$ cat src/dspwm_map.vh
// Register map, field positions, reset values and codes of the dual-slope PWM timer.
// Included by the timer module; holds definitions only.
`ifndef DSPWM_MAP_VH
`define DSPWM_MAP_VH

`define DSPWM_CTRLA_U1 12'h080
`define DSPWM_CTRLA_U3 12'h090
`define DSPWM_CTRLA_U4 12'h0a0
`define DSPWM_CTRLA_U5 12'h120
`define DSPWM_CTRLB 12'h040
`define DSPWM_COUNT 12'h044
`define DSPWM_CAPTOP 12'h048
`define DSPWM_CMPA 12'h04c
`define DSPWM_CMPB 12'h050
`define DSPWM_CMPC 12'h054
`define DSPWM_FLAGS 12'h058
`define DSPWM_PINDIR 12'h05c

`define DSPWM_CTRLA_RST 8'h00
`define DSPWM_CTRLB_RST 8'h00
`define DSPWM_WORD_RST 16'h0000

`define DSPWM_ACT_A_HI 7
`define DSPWM_ACT_A_LO 6
`define DSPWM_ACT_B_HI 5
`define DSPWM_ACT_B_LO 4
`define DSPWM_ACT_C_HI 3
`define DSPWM_ACT_C_LO 2
`define DSPWM_MODE_LO_HI 1
`define DSPWM_MODE_HI_HI 4
`define DSPWM_MODE_HI_LO 3
`define DSPWM_PRE_HI 2

`define DSPWM_FLAG_OVF 0
`define DSPWM_FLAG_CMPA 1
`define DSPWM_FLAG_CMPB 2
`define DSPWM_FLAG_CMPC 3
`define DSPWM_FLAG_CAP 4

`define DSPWM_MODE_PFC_CAP 4'h8
`define DSPWM_MODE_PFC_CMPA 4'h9
`define DSPWM_MODE_PC_CMPA 4'hb
`define DSPWM_MODE_NORMAL 4'h0
`define DSPWM_MODE_CTC 4'h4

`define DSPWM_ACT_OFF 2'h0
`define DSPWM_ACT_TOGGLE 2'h1
`define DSPWM_ACT_NONINV 2'h2
`define DSPWM_ACT_INV 2'h3

`define DSPWM_DIV_8 11'h008
`define DSPWM_DIV_64 11'h040
`define DSPWM_DIV_256 11'h100
`define DSPWM_DIV_1024 11'h400
`define DSPWM_PRE_STOP 3'h0
`define DSPWM_PRE_1 3'h1
`define DSPWM_PRE_8 3'h2
`define DSPWM_PRE_64 3'h3
`define DSPWM_PRE_256 3'h4
`define DSPWM_PRE_1024 3'h5

`endif

$ cat src/dspwm_timer.v
// 16-bit timer unit with phase-and-frequency-correct PWM and control register A.
// Assumes an APB master on sys_clk and port logic on the same clock for the pins.
//
// The APB register port was decided locally.
`timescale 1ns/10ps
`include "dspwm_map.vh"

// How it works
// - Mode 8 or 9 selects dual-slope PWM.
// - Count up from zero to TOP, then down.
// - Non-inverting clears up-match, sets down-match.
// - Action two non-inverted, three inverted.
// - TOP from capture (8) or compare A (9).
// - Counter holds TOP for one tick.
// - Compares load at BOTTOM with overflow flag.
// - TOP source flag set on reaching TOP.
// - Match flag when count equals compare.
// - Pin driven only when direction is output.
// - Period is two times prescale times TOP.
// - Compare zero low, compare TOP high.
// - Mode 9 action one toggles channel A.
// - Control A field layout, all reset zero.
// - Actions two and three override the port pin; one only where it toggles.
// - Action decode depends on waveform mode.
// - Synchronous; timer tick is a clock enable.
// - Action zero disconnects; one toggles only A in 9/11, any channel in 0/4.
// - Mode bits join control A and B.
module dspwm_timer #(
  parameter WIDTH = 16
) (
  // Clock and reset.
  input wire sys_clk,
  input wire rst,
  // APB slave.
  input wire psel,
  input wire penable,
  input wire pwrite,
  input wire [11:0] paddr,
  input wire [31:0] pwdata,
  output wire pready,
  output reg [31:0] prdata,
  output reg pslverr,
  // Normal port values and the pins of channels A, B, C.
  input wire [2:0] portOut,
  output reg [2:0] waveformPinOut,
  output reg [2:0] waveformPinOe,
  // Waveform levels and timer tick for observation.
  output reg [2:0] waveformOutput,
  output reg timerTick
);

  reg [7:0] controlA;
  reg [7:0] controlB;
  reg [WIDTH-1:0] countValue;
  reg countDown;
  reg [WIDTH-1:0] captureTopValue;
  reg [WIDTH-1:0] bufA;
  reg [WIDTH-1:0] bufB;
  reg [WIDTH-1:0] bufC;
  reg [WIDTH-1:0] compareValueA;
  reg [WIDTH-1:0] compareValueB;
  reg [WIDTH-1:0] compareValueC;
  reg [4:0] flags;
  reg [2:0] pinDirectionBit;
  reg [10:0] prescaleCount;

  wire [3:0] waveformModeSelect;
  wire pfcMode;
  wire [WIDTH-1:0] topValue;
  wire atTop;
  wire atBottom;
  wire upPhase;
  wire [2:0] match;
  wire [5:0] actions;
  wire setupPhase;
  wire accessWrite;
  wire [4:0] flagSet;
  wire [4:0] flagClear;
  wire [2:0] pinWave;
  reg [10:0] divisor;
  reg [WIDTH-1:0] next_countValue;
  reg next_countDown;
  reg [2:0] next_waveformOutput;
  reg [2:0] connected;
  reg [31:0] readWord;
  reg readMiss;
  integer i;

  assign waveformModeSelect = {controlB[`DSPWM_MODE_HI_HI:`DSPWM_MODE_HI_LO],
    controlA[`DSPWM_MODE_LO_HI:0]};
  assign pfcMode = (waveformModeSelect == `DSPWM_MODE_PFC_CAP) ||
    (waveformModeSelect == `DSPWM_MODE_PFC_CMPA);
  assign topValue = (waveformModeSelect == `DSPWM_MODE_PFC_CAP) ?
    captureTopValue : compareValueA;
  assign atTop = (countValue == topValue);
  assign atBottom = (countValue == {WIDTH{1'b0}});
  // Bottom belongs to the rising slope and TOP to the falling one.
  assign upPhase = atBottom || (!countDown && !atTop);
  assign match[0] = (countValue == compareValueA);
  assign match[1] = (countValue == compareValueB);
  assign match[2] = (countValue == compareValueC);
  assign actions = controlA[`DSPWM_ACT_A_HI:`DSPWM_ACT_C_LO];

  // Prescaler producing the one-cycle timer tick.
  // A stopped or reserved clock select keeps the tick low and the divider cleared.
  always @*
  begin
    case (controlB[`DSPWM_PRE_HI:0])
      `DSPWM_PRE_8: divisor = `DSPWM_DIV_8;
      `DSPWM_PRE_64: divisor = `DSPWM_DIV_64;
      `DSPWM_PRE_256: divisor = `DSPWM_DIV_256;
      `DSPWM_PRE_1024: divisor = `DSPWM_DIV_1024;
      default: divisor = 11'h001;
    endcase
  end

  always @(posedge sys_clk or posedge rst)
  begin
    if (rst)
    begin
      prescaleCount <= 11'h000;
      timerTick <= 1'b0;
    end
    else if (controlB[`DSPWM_PRE_HI:0] == `DSPWM_PRE_STOP ||
             controlB[`DSPWM_PRE_HI:0] > `DSPWM_PRE_1024)
    begin
      prescaleCount <= 11'h000;
      timerTick <= 1'b0;
    end
    else if (prescaleCount >= divisor - 11'h001)
    begin
      prescaleCount <= 11'h000;
      timerTick <= 1'b1;
    end
    else
    begin
      prescaleCount <= prescaleCount + 11'h001;
      timerTick <= 1'b0;
    end
  end

  // Counter sequence: dual slope in PWM mode, upward count otherwise, cleared on compare A match in CTC mode.
  // A count left above TOP on the rising slope keeps rising until it wraps, so software keeps TOP above it.
  always @*
  begin
    next_countValue = countValue;
    next_countDown = countDown;
    if (pfcMode)
    begin
      if (!countDown)
      begin
        if (atTop)
        begin
          next_countValue = countValue - {{(WIDTH-1){1'b0}}, 1'b1};
          next_countDown = 1'b1;
        end
        else
          next_countValue = countValue + {{(WIDTH-1){1'b0}}, 1'b1};
      end
      else if (atBottom)
      begin
        next_countValue = countValue + {{(WIDTH-1){1'b0}}, 1'b1};
        next_countDown = 1'b0;
      end
      else
        next_countValue = countValue - {{(WIDTH-1){1'b0}}, 1'b1};
    end
    else
    begin
      next_countDown = 1'b0;
      if (waveformModeSelect == `DSPWM_MODE_CTC && match[0])
        next_countValue = {WIDTH{1'b0}};
      else
        next_countValue = countValue + {{(WIDTH-1){1'b0}}, 1'b1};
    end
  end

  // Action decode per channel and mode.
  // Toggle, clear and set outside the PWM modes are kept minimal.
  always @*
  begin
    next_waveformOutput = waveformOutput;
    connected = 3'b000;
    for (i = 0; i < 3; i = i + 1)
    begin
      case (actions[5-2*i -: 2])
        `DSPWM_ACT_OFF: connected[i] = 1'b0;
        `DSPWM_ACT_TOGGLE:
        begin
          if (i == 0 && (waveformModeSelect == `DSPWM_MODE_PFC_CMPA ||
              waveformModeSelect == `DSPWM_MODE_PC_CMPA))
          begin
            connected[i] = 1'b1;
            if (match[i])
              next_waveformOutput[i] = !waveformOutput[i];
          end
          else if (!pfcMode && waveformModeSelect[3:2] == 2'b01 &&
                   waveformModeSelect[1:0] == 2'b00)
          begin
            connected[i] = 1'b1;
            if (match[i])
              next_waveformOutput[i] = !waveformOutput[i];
          end
          else if (waveformModeSelect == `DSPWM_MODE_NORMAL)
          begin
            connected[i] = 1'b1;
            if (match[i])
              next_waveformOutput[i] = !waveformOutput[i];
          end
          else
            connected[i] = 1'b0;
        end
        `DSPWM_ACT_NONINV:
        begin
          connected[i] = 1'b1;
          if (match[i])
            next_waveformOutput[i] = pfcMode ? !upPhase : 1'b0;
        end
        `DSPWM_ACT_INV:
        begin
          connected[i] = 1'b1;
          if (match[i])
            next_waveformOutput[i] = pfcMode ? upPhase : 1'b1;
        end
        default: connected[i] = 1'b0;
      endcase
    end
  end

  // Tick-enabled timer state and double-buffered compare registers.
  always @(posedge sys_clk or posedge rst)
  begin
    if (rst)
    begin
      countValue <= `DSPWM_WORD_RST;
      countDown <= 1'b0;
      compareValueA <= `DSPWM_WORD_RST;
      compareValueB <= `DSPWM_WORD_RST;
      compareValueC <= `DSPWM_WORD_RST;
      waveformOutput <= 3'b000;
    end
    else
    begin
      if (accessWrite && paddr == `DSPWM_COUNT)
        countValue <= pwdata[WIDTH-1:0];
      else if (timerTick)
      begin
        countValue <= next_countValue;
        countDown <= next_countDown;
      end
      if (timerTick)
        waveformOutput <= next_waveformOutput;
      // Outside the PWM modes the buffers pass straight through.
      if (!pfcMode)
      begin
        compareValueA <= bufA;
        compareValueB <= bufB;
        compareValueC <= bufC;
      end
      else if (timerTick && atBottom)
      begin
        compareValueA <= bufA;
        compareValueB <= bufB;
        compareValueC <= bufC;
      end
    end
  end

  // Sticky flags; software writes one to clear, and a set wins.
  // A zero written to a flag bit leaves it alone.
  assign flagSet[`DSPWM_FLAG_OVF] = timerTick &&
    (pfcMode ? atBottom : (countValue == {WIDTH{1'b1}}));
  assign flagSet[`DSPWM_FLAG_CMPA] = timerTick && match[0];
  assign flagSet[`DSPWM_FLAG_CMPB] = timerTick && match[1];
  assign flagSet[`DSPWM_FLAG_CMPC] = timerTick && match[2];
  assign flagSet[`DSPWM_FLAG_CAP] = timerTick && atTop &&
    (waveformModeSelect == `DSPWM_MODE_PFC_CAP);
  assign flagClear = (accessWrite && paddr == `DSPWM_FLAGS) ? pwdata[4:0] : 5'h00;

  always @(posedge sys_clk or posedge rst)
  begin
    if (rst)
      flags <= 5'h00;
    else
      flags <= (flags & ~flagClear) | flagSet;
  end

  // Pins: waveform overrides the port, direction bit enables the driver.
  // Between ticks a pending match must not reach the pin early, so the pin
  // follows the next level only on a tick and the current level otherwise.
  assign pinWave = timerTick ? next_waveformOutput : waveformOutput;

  always @(posedge sys_clk or posedge rst)
  begin
    if (rst)
    begin
      waveformPinOut <= 3'b000;
      waveformPinOe <= 3'b000;
    end
    else
    begin
      waveformPinOe <= pinDirectionBit;
      waveformPinOut <= (connected & pinWave) | (~connected & portOut);
    end
  end

  // APB slave: zero-wait access, read data captured in the setup cycle.
  // Writes to unmapped offsets are dropped, and accesses to them raise pslverr.
  assign setupPhase = psel && !penable;
  assign accessWrite = psel && penable && pwrite;
  assign pready = 1'b1;

  always @(posedge sys_clk or posedge rst)
  begin
    if (rst)
    begin
      controlA <= `DSPWM_CTRLA_RST;
      controlB <= `DSPWM_CTRLB_RST;
      captureTopValue <= `DSPWM_WORD_RST;
      bufA <= `DSPWM_WORD_RST;
      bufB <= `DSPWM_WORD_RST;
      bufC <= `DSPWM_WORD_RST;
      pinDirectionBit <= 3'b000;
    end
    else if (accessWrite)
    begin
      case (paddr)
        `DSPWM_CTRLA_U1: controlA <= pwdata[7:0];
        `DSPWM_CTRLB: controlB <= pwdata[7:0];
        `DSPWM_CAPTOP: captureTopValue <= pwdata[WIDTH-1:0];
        `DSPWM_CMPA: bufA <= pwdata[WIDTH-1:0];
        `DSPWM_CMPB: bufB <= pwdata[WIDTH-1:0];
        `DSPWM_CMPC: bufC <= pwdata[WIDTH-1:0];
        `DSPWM_PINDIR: pinDirectionBit <= pwdata[2:0];
        default: pinDirectionBit <= pinDirectionBit;
      endcase
    end
  end

  always @*
  begin
    readWord = 32'h00000000;
    readMiss = 1'b0;
    case (paddr)
      `DSPWM_CTRLA_U1: readWord[7:0] = controlA;
      `DSPWM_CTRLB: readWord[7:0] = controlB;
      `DSPWM_COUNT: readWord[WIDTH-1:0] = countValue;
      `DSPWM_CAPTOP: readWord[WIDTH-1:0] = captureTopValue;
      `DSPWM_CMPA: readWord[WIDTH-1:0] = bufA;
      `DSPWM_CMPB: readWord[WIDTH-1:0] = bufB;
      `DSPWM_CMPC: readWord[WIDTH-1:0] = bufC;
      `DSPWM_FLAGS: readWord[5:0] = {countDown, flags};
      `DSPWM_PINDIR: readWord[2:0] = pinDirectionBit;
      default: readMiss = 1'b1;
    endcase
  end

  always @(posedge sys_clk or posedge rst)
  begin
    if (rst)
    begin
      prdata <= 32'h00000000;
      pslverr <= 1'b0;
    end
    else if (setupPhase)
    begin
      prdata <= pwrite ? 32'h00000000 : readWord;
      pslverr <= readMiss;
    end
  end

endmodule

$ cat config.mk
export PLATFORM = sky130hd
export DESIGN_NAME = dspwm_timer
export DESIGN_NICKNAME = d
export VERILOG_FILES = /design/src/dspwm_timer.v
export VERILOG_INCLUDE_DIRS = /design/src /design/src/src
export SDC_FILE = /design/constraint.sdc
export NUM_CORES = 1
export LEC_CHECK = 0
export BUFFER_PORTS_ARGS = -buffer_cell sky130_fd_sc_hd__buf_2
export CAP_MARGIN = 20
export CORE_MARGIN = 1.5
export CORE_UTILIZATION = 30
export CTS_CLUSTER_DIAMETER = 120
export DETAILED_ROUTE_END_ITERATION = 10
export SLEW_MARGIN = 20
export SYNTH_ARGS = -nofsm -noshare
export SYNTH_HDL_FRONTEND = slang
export SYNTH_SLANG_ARGS = --single-unit
$ cat constraint.sdc
create_clock -name sys_clk -period 15.68 [get_ports sys_clk]
set_clock_uncertainty 0.15 [all_clocks]
set_input_delay 2.352 -clock sys_clk [delete_from_list [all_inputs] [get_ports sys_clk]]
set_output_delay 2.352 -clock sys_clk [all_outputs]
set_load 0.05 [all_outputs]
== After elaboration in Yosys (flattened, before gate mapping) ==
Cells that the tools add are included.

* Register bits: 207
* Input bits: 52
* Output and inout bits: 44
* Word-level logic and storage cells: 174

* $add $sub $neg: 4
* $lt $le $gt $ge: 2
* Eq/ne operators: 33
* Mux-type cells: 59
* Bitwise logic cells: 8
* Reductions and logical operators: 48

{| class="wikitable"
|+ Operator list
! operator !! count
|-
| 16-bit two-way mux || 15
|-
| 12-bit by 7-bit == test with 1-bit output, second input constant || 8
|-
| 16-bit == test || 4
|-
| 11-bit one-hot mux with 4 select lines || 1
|-
| 8-bit one-hot mux with 5 select lines || 1
|-
| 1-bit two-way mux || 29
|-
| 3-bit one-hot mux with 9 select lines || 1
|-
| 3-bit one-hot mux with 8 select lines || 1
|-
| 11-bit two-way mux || 2
|-
| 1-bit one-hot mux with 3 select lines || 6
|-
| 16-bit by 1-bit adder with 16-bit output, second input constant || 1
|-
| 16-bit == test, second input constant || 1
|-
| 1-bit logical AND || 16
|-
| 16-bit logical NOT || 1
|-
| 2-bit AND reduction || 8
|-
| 16-bit by 1-bit subtractor with 16-bit output, second input constant || 1
|-
| 2-bit one-hot mux with 7 select lines || 1
|-
| 12-bit by 8-bit == test with 1-bit output, second input constant || 1
|-
| 2-bit == test, second input constant || 6
|-
| 4-bit == test, second input constant || 3
|-
| 11-bit by 1-bit adder with 11-bit output, second input constant || 1
|-
| 11-bit >= comparator || 1
|-
| 11-bit by 1-bit subtractor with 11-bit output, second input constant || 1
|-
| 9-bit OR reduction || 1
|-
| other kinds (22) || 43
|}

== Logic depth before layout (Yosys ltp) ==
* Word-level depth: 13
* Gate-level depth with buffers: 14
* Mapped depth without buffers: 12

== Least setup slack after synthesis ==
No wires, ideal clock.

* Path kind: in2reg
* Start: in paddr[9]
* End: reg countValue[3]
* Library setup time: 0.126 ns
* Data arrival time: 4.690 ns
* Data required time: 15.404 ns
* Setup slack: 10.714 ns
* Stages on the path: 9
* Buffers on the path: 2
* Cells stage by stage: or4_4 or4_1 clkbuf_1 o21ai_2 or3_2 o21a_1 buf_4 a31oi_1 a221o_1

* Word-level cells in the longest chain between the ends: 3
* Elaborated cells between the ends (all ways): 4
* Those cells by class: 1 x eq/ne; 1 x mux; 2 x reduce/logical

{| class="wikitable"
|+ Ends and longest elaborated chain
! element !! line !! source
|-
| start, declared || dspwm_timer.v:38 || <nowiki>input wire [11:0] paddr,</nowiki>
|-
| 12-bit by 7-bit == test with 1-bit output * || - ||
|-
| 1-bit logical AND (no source line) * || - ||
|-
| 16-bit two-way mux or 2-bit nonzero test (tied branches) || - ||
|-
| end signal, assigned || dspwm_timer.v:235 || <nowiki>countValue <= `DSPWM_WORD_RST;</nowiki>
|-
| end signal, assigned || dspwm_timer.v:245 || <nowiki>countValue <= pwdata[WIDTH-1:0];</nowiki>
|-
| end signal, assigned || dspwm_timer.v:248 || <nowiki>countValue <= next_countValue;</nowiki>
|-
| end, declared || dspwm_timer.v:54 || <nowiki>reg [WIDTH-1:0] countValue;</nowiki>
|}

Every way passes the cells marked *; elsewhere a longest branch is shown, timed or not.
A chain may end at the register's enable or synchronous reset.

== Final worst setup path ==
* Start: in paddr[9]
* End: reg bufA[2]

* Word-level cells in the longest chain between the ends: 2

{| class="wikitable"
|+ Ends and longest elaborated chain
! element !! line !! source
|-
| 12-bit by 7-bit == test with 1-bit output || dspwm_timer.v:327 || <nowiki>case (paddr)</nowiki>
|-
| 2-bit AND reduction (no source line) || - ||
|-
| end signal, assigned || dspwm_timer.v:320 || <nowiki>bufA <= `DSPWM_WORD_RST;</nowiki>
|-
| end signal, assigned || dspwm_timer.v:331 || <nowiki>`DSPWM_CMPA: bufA <= pwdata[WIDTH-1:0];</nowiki>
|-
| end, declared || dspwm_timer.v:57 || <nowiki>reg [WIDTH-1:0] bufA;</nowiki>
|}

No other way between the ends.

==> flow_metrics.py <==
metrics = {
    "outcome": {
        "status": "finished clean",
    },
    "drt": {
        "wirelength_um": 31200,
        "drt_iter0_drc": 836,
        "drtAntennaViolNets": 0,
        "vias": 8336,
        "drc": 0,
        "firstDrtPassIters": 6,
        "viasPerCell": 5.44,
        "wl_per_cell_um": 20.4,
    },
    "clock_tree": {
        "clk_latency_ns": 0.44,
        "cts_tree": "yes",
        "numCtsBuffers": 17,
        "htreeDepth": 4,
        "cts.reportedPaths.clkPinSlew_ns": 0.08,
        "cts_max_path_buffers": 2,
        "cts_resized": 0,
        "hold_buffers": 0,
        "clock_sinks": 191,
        "postCtsSetupRepairBufs": 0,
        "cts_root_buf": "clkbuf_16",
    },
    "floorplan": {
        "start_util_pct": 30.7,
        "num_io_pins": 96,
        "fp.dieW_um": 192,
        "die_y_um": 192,
        "rows": 68,
        "fp.coreArea_um2": 34800,
        "dieArea_um2": 36800,
    },
    "yosys": {
        "avgSynthCellArea_um2": 10.4,
        "async_flop_share_pct": 100,
        "yosys_most_used_dff": "dfrtp_1",
        "synth_edf_count": 0,
        "synth_top_area_cell": "dfrtp_1",
        "synthTopCellsByArea": "dfrtp_1 (45%), mux2_2 (13%), xnor2_1 (4.2%)",
        "ys_seq_area_share_pct": 44.7,
        "ys_types": 78,
        "syn-cell-area_um2": 10700,
        "netlist_instances": 1028,
        "yosys_register_bits": 191,
        "synth_top_area_share_pct": 44.7,
        "ys_warn_count": 0,
    },
    "global_route": {
        "grt_pass1_wl_um": 48500,
        "grt-ovfl-total": 0,
        "grt_pass1_vias": 8332,
        "grt_max_degree": 112,
        "antenna_found_initial": 1,
        "grt_usage_pct": 17.3,
    },
    "sta": {
        "setup_viol_count_final": 0,
        "min_period_ns": 5.77,
        "rsz0062_at_grt": "no",
        "tightest_slew_ns": 1.08,
        "fin_ws_ns": 9.91,
        "fin_crit_sh_pct": 36.8,
        "setup_tns_ns": 0,
        "finalMaxSlewViolations": 0,
        "hold_viol": 0,
        "fmax_ghz": 0.173,
        "relSlewSlack_pct": 27.3,
    },
    "critical_path": {
        "crit_chain": "buf_2, or4_4, nor3_1, nand4b_1, inv_1, nand3_1, mux2_2",
        "crit_fanout": 17,
        "slowest_stage": "nand3_1",
        "rrSetupSlack_ns": 11.71,
        "crit_type": "input pin to flop",
        "arrival_ns": 5.93,
        "required_ns": 15.84,
        "end_kind": "flop",
        "crit_family": "simple AND/OR/NAND/NOR gates",
        "startpoint_type": "input pin",
        "critPathMaxStageDelay_ns": 0.79,
        "crit_buf_inv": 2,
    },
    "finish": {
        "drive_gt1_share_pct": 24.7,
        "num_antenna_cells": 0,
        "syn2layout_area_growth_pct": 12.5,
        "n_fill_cell": 3472,
        "final_nets": 1134,
        "fin_cells": 1532,
    },
    "placed_design": {
        "place_ws_ns": 9.48,
        "hpwlAfterDp_um": 22100,
        "io_buffers": 62,
        "gp_congestion": 0.842,
        "dp_cells": 1500,
    },
    "min_path": {
        "hold_class": "flop to flop",
    },
    "power": {
        "max-vdd-ir-drop_uv": 79.7,
        "pwr_density_cell_nw_per_um2": 88.1,
        "fin_total_pwr_mw": 1.06,
        "cellLeakagePower_nw": 5.45,
    },
    "flow_run": {
        "max_cap_viol_count": 0,
    },
}
==> synth_stat cells, types with 9 or more instances <==
| master | n |
|---|---|
| a21oi_1 | 30 |
| and3_1 | 10 |
| xnor2_1 | 51 |
| a22oi_1 | 12 |
| xor2_1 | 18 |
| nand2b_1 | 10 |
| clkbuf_1 | 41 |
| a22o_1 | 12 |
| nor3b_1 | 9 |
| nand3_1 | 35 |
| mux2_2 | 126 |
| nand4_1 | 15 |
| buf_4 | 18 |
| dfrtp_1 | 191 |
| buf_1 | 9 |
| a221oi_1 | 15 |
| o2111ai_1 | 9 |
| ha_1 | 18 |
| mux2i_1 | 20 |
| nor2_1 | 53 |
| inv_1 | 30 |
| a21o_1 | 9 |
| nand2_1 | 87 |
| nor3_1 | 24 |
| o21ai_0 | 51 |
==> flip-flops by register name (all words and copies together) (netlist names), 3 cells and up <==
| signal | count |
|---|---|
| flags | 5 |
| captureTopValue | 16 |
| compareValueC | 16 |
| waveformPinOe | 3 |
| pinDirectionBit | 3 |
| compareValueB | 16 |
| bufB | 16 |
| bufC | 16 |
| waveformOutput | 3 |
| waveformPinOut | 3 |
| countValue | 16 |
| bufA | 16 |
| prescaleCount | 11 |
| controlB | 8 |
| controlA | 8 |
| compareValueA | 16 |
| prdata | 16 |
==> cells in the final DEF, fill, tap and decap left out, types with 17 or more instances in the layout <==
cell type / instances
xnor2_1: 51
clkbuf_16: 17
inv_1: 29
nor3_1: 22
nand2_1: 87
nand3_1: 35
o21ai_0: 51
nor2_1: 52
conb_1: 17
mux2i_1: 20
dfrtp_1: 191
ha_1: 18
a21oi_1: 29
xor2_1: 18
mux2_2: 126
buf_2: 62
==> cells by family after synthesis <==
group | synth area share, %
multiplexers | 15.1
AND/OR/NAND/NOR | 12.9
adder cells (fa/ha/maj) | 2.11
XOR/XNOR | 5.65
AO/OA/AOI/OAI | 14.9
flip-flops | 44.7
buffers and inverters | 4.56
other | 0.0702
==> metal layers <==
metal	global-route usage, %	share of wire, %	vias to the layer above
met1	23.4	44	4227
met2	28.8	48	256
met5	0	0.038	-
li1	-	-	3812
met4	4.69	1.5	2
met3	2.72	5.8	39
==> worst paths after layout <==
check,start,to,cells past startpoint
max in group asynchronous,rst,prdata[11],3
worst min-delay path,pinDirectionBit[2],waveformPinOe[2],0
worst max register to register,countValue[5],countValue[10],9
worst min register to register,pinDirectionBit[2],waveformPinOe[2],0
min in group asynchronous,rst,pslverr,2
worst max-delay path,paddr[9],bufA[2],7
==> through the flow <==
stage | hold WS, ns | instance area (um2) | utilization (%)
6_report | 0.263 | 12000 | 34.6
5_1_grt | 0.279 | 12000 | 34.6
4_1_cts | 0.266 | 12000 | 34.6
3_5_place_dp | 0.249 | 11400 | 32.8
3_3_place_gp | 0.253 | 11400 | 32.8
2_1_floorplan | 0.220 | 10800 | -
==> worst reg2reg max path, stage by stage, from the launching register on <==
cell	delay (ns)
dfrtp_1	0.64
nor3_1	0.67
nand2_1	0.20
nor3_1	0.57
buf_4	0.33
nor2_1	0.08
a41o_2	0.26
a21oi_1	0.61
a21boi_0	0.20
o211ai_1	0.19
==> report_power, final <==
group	switching, mW	internal, mW	total (mW)
combinational	0.0575	0.0254	0.0830
clock	0.217	0.244	0.461
sequential	0.0193	0.497	0.516
==> cell type report <==
class                           count  area (um2)  share of cell area, %
Inverter                           30         120                  0.998
Clock buffer                       17         425                   3.53
Multi-Input combinational cell    746        5510                   45.8
Sequential cell                   191        4780                   39.7
Timing Repair Buffer               78         434                   3.61
Tap cell                          455         569                   4.73
Clock inverter                     15         196                   1.63
Power figures use the tool's default switching activity.
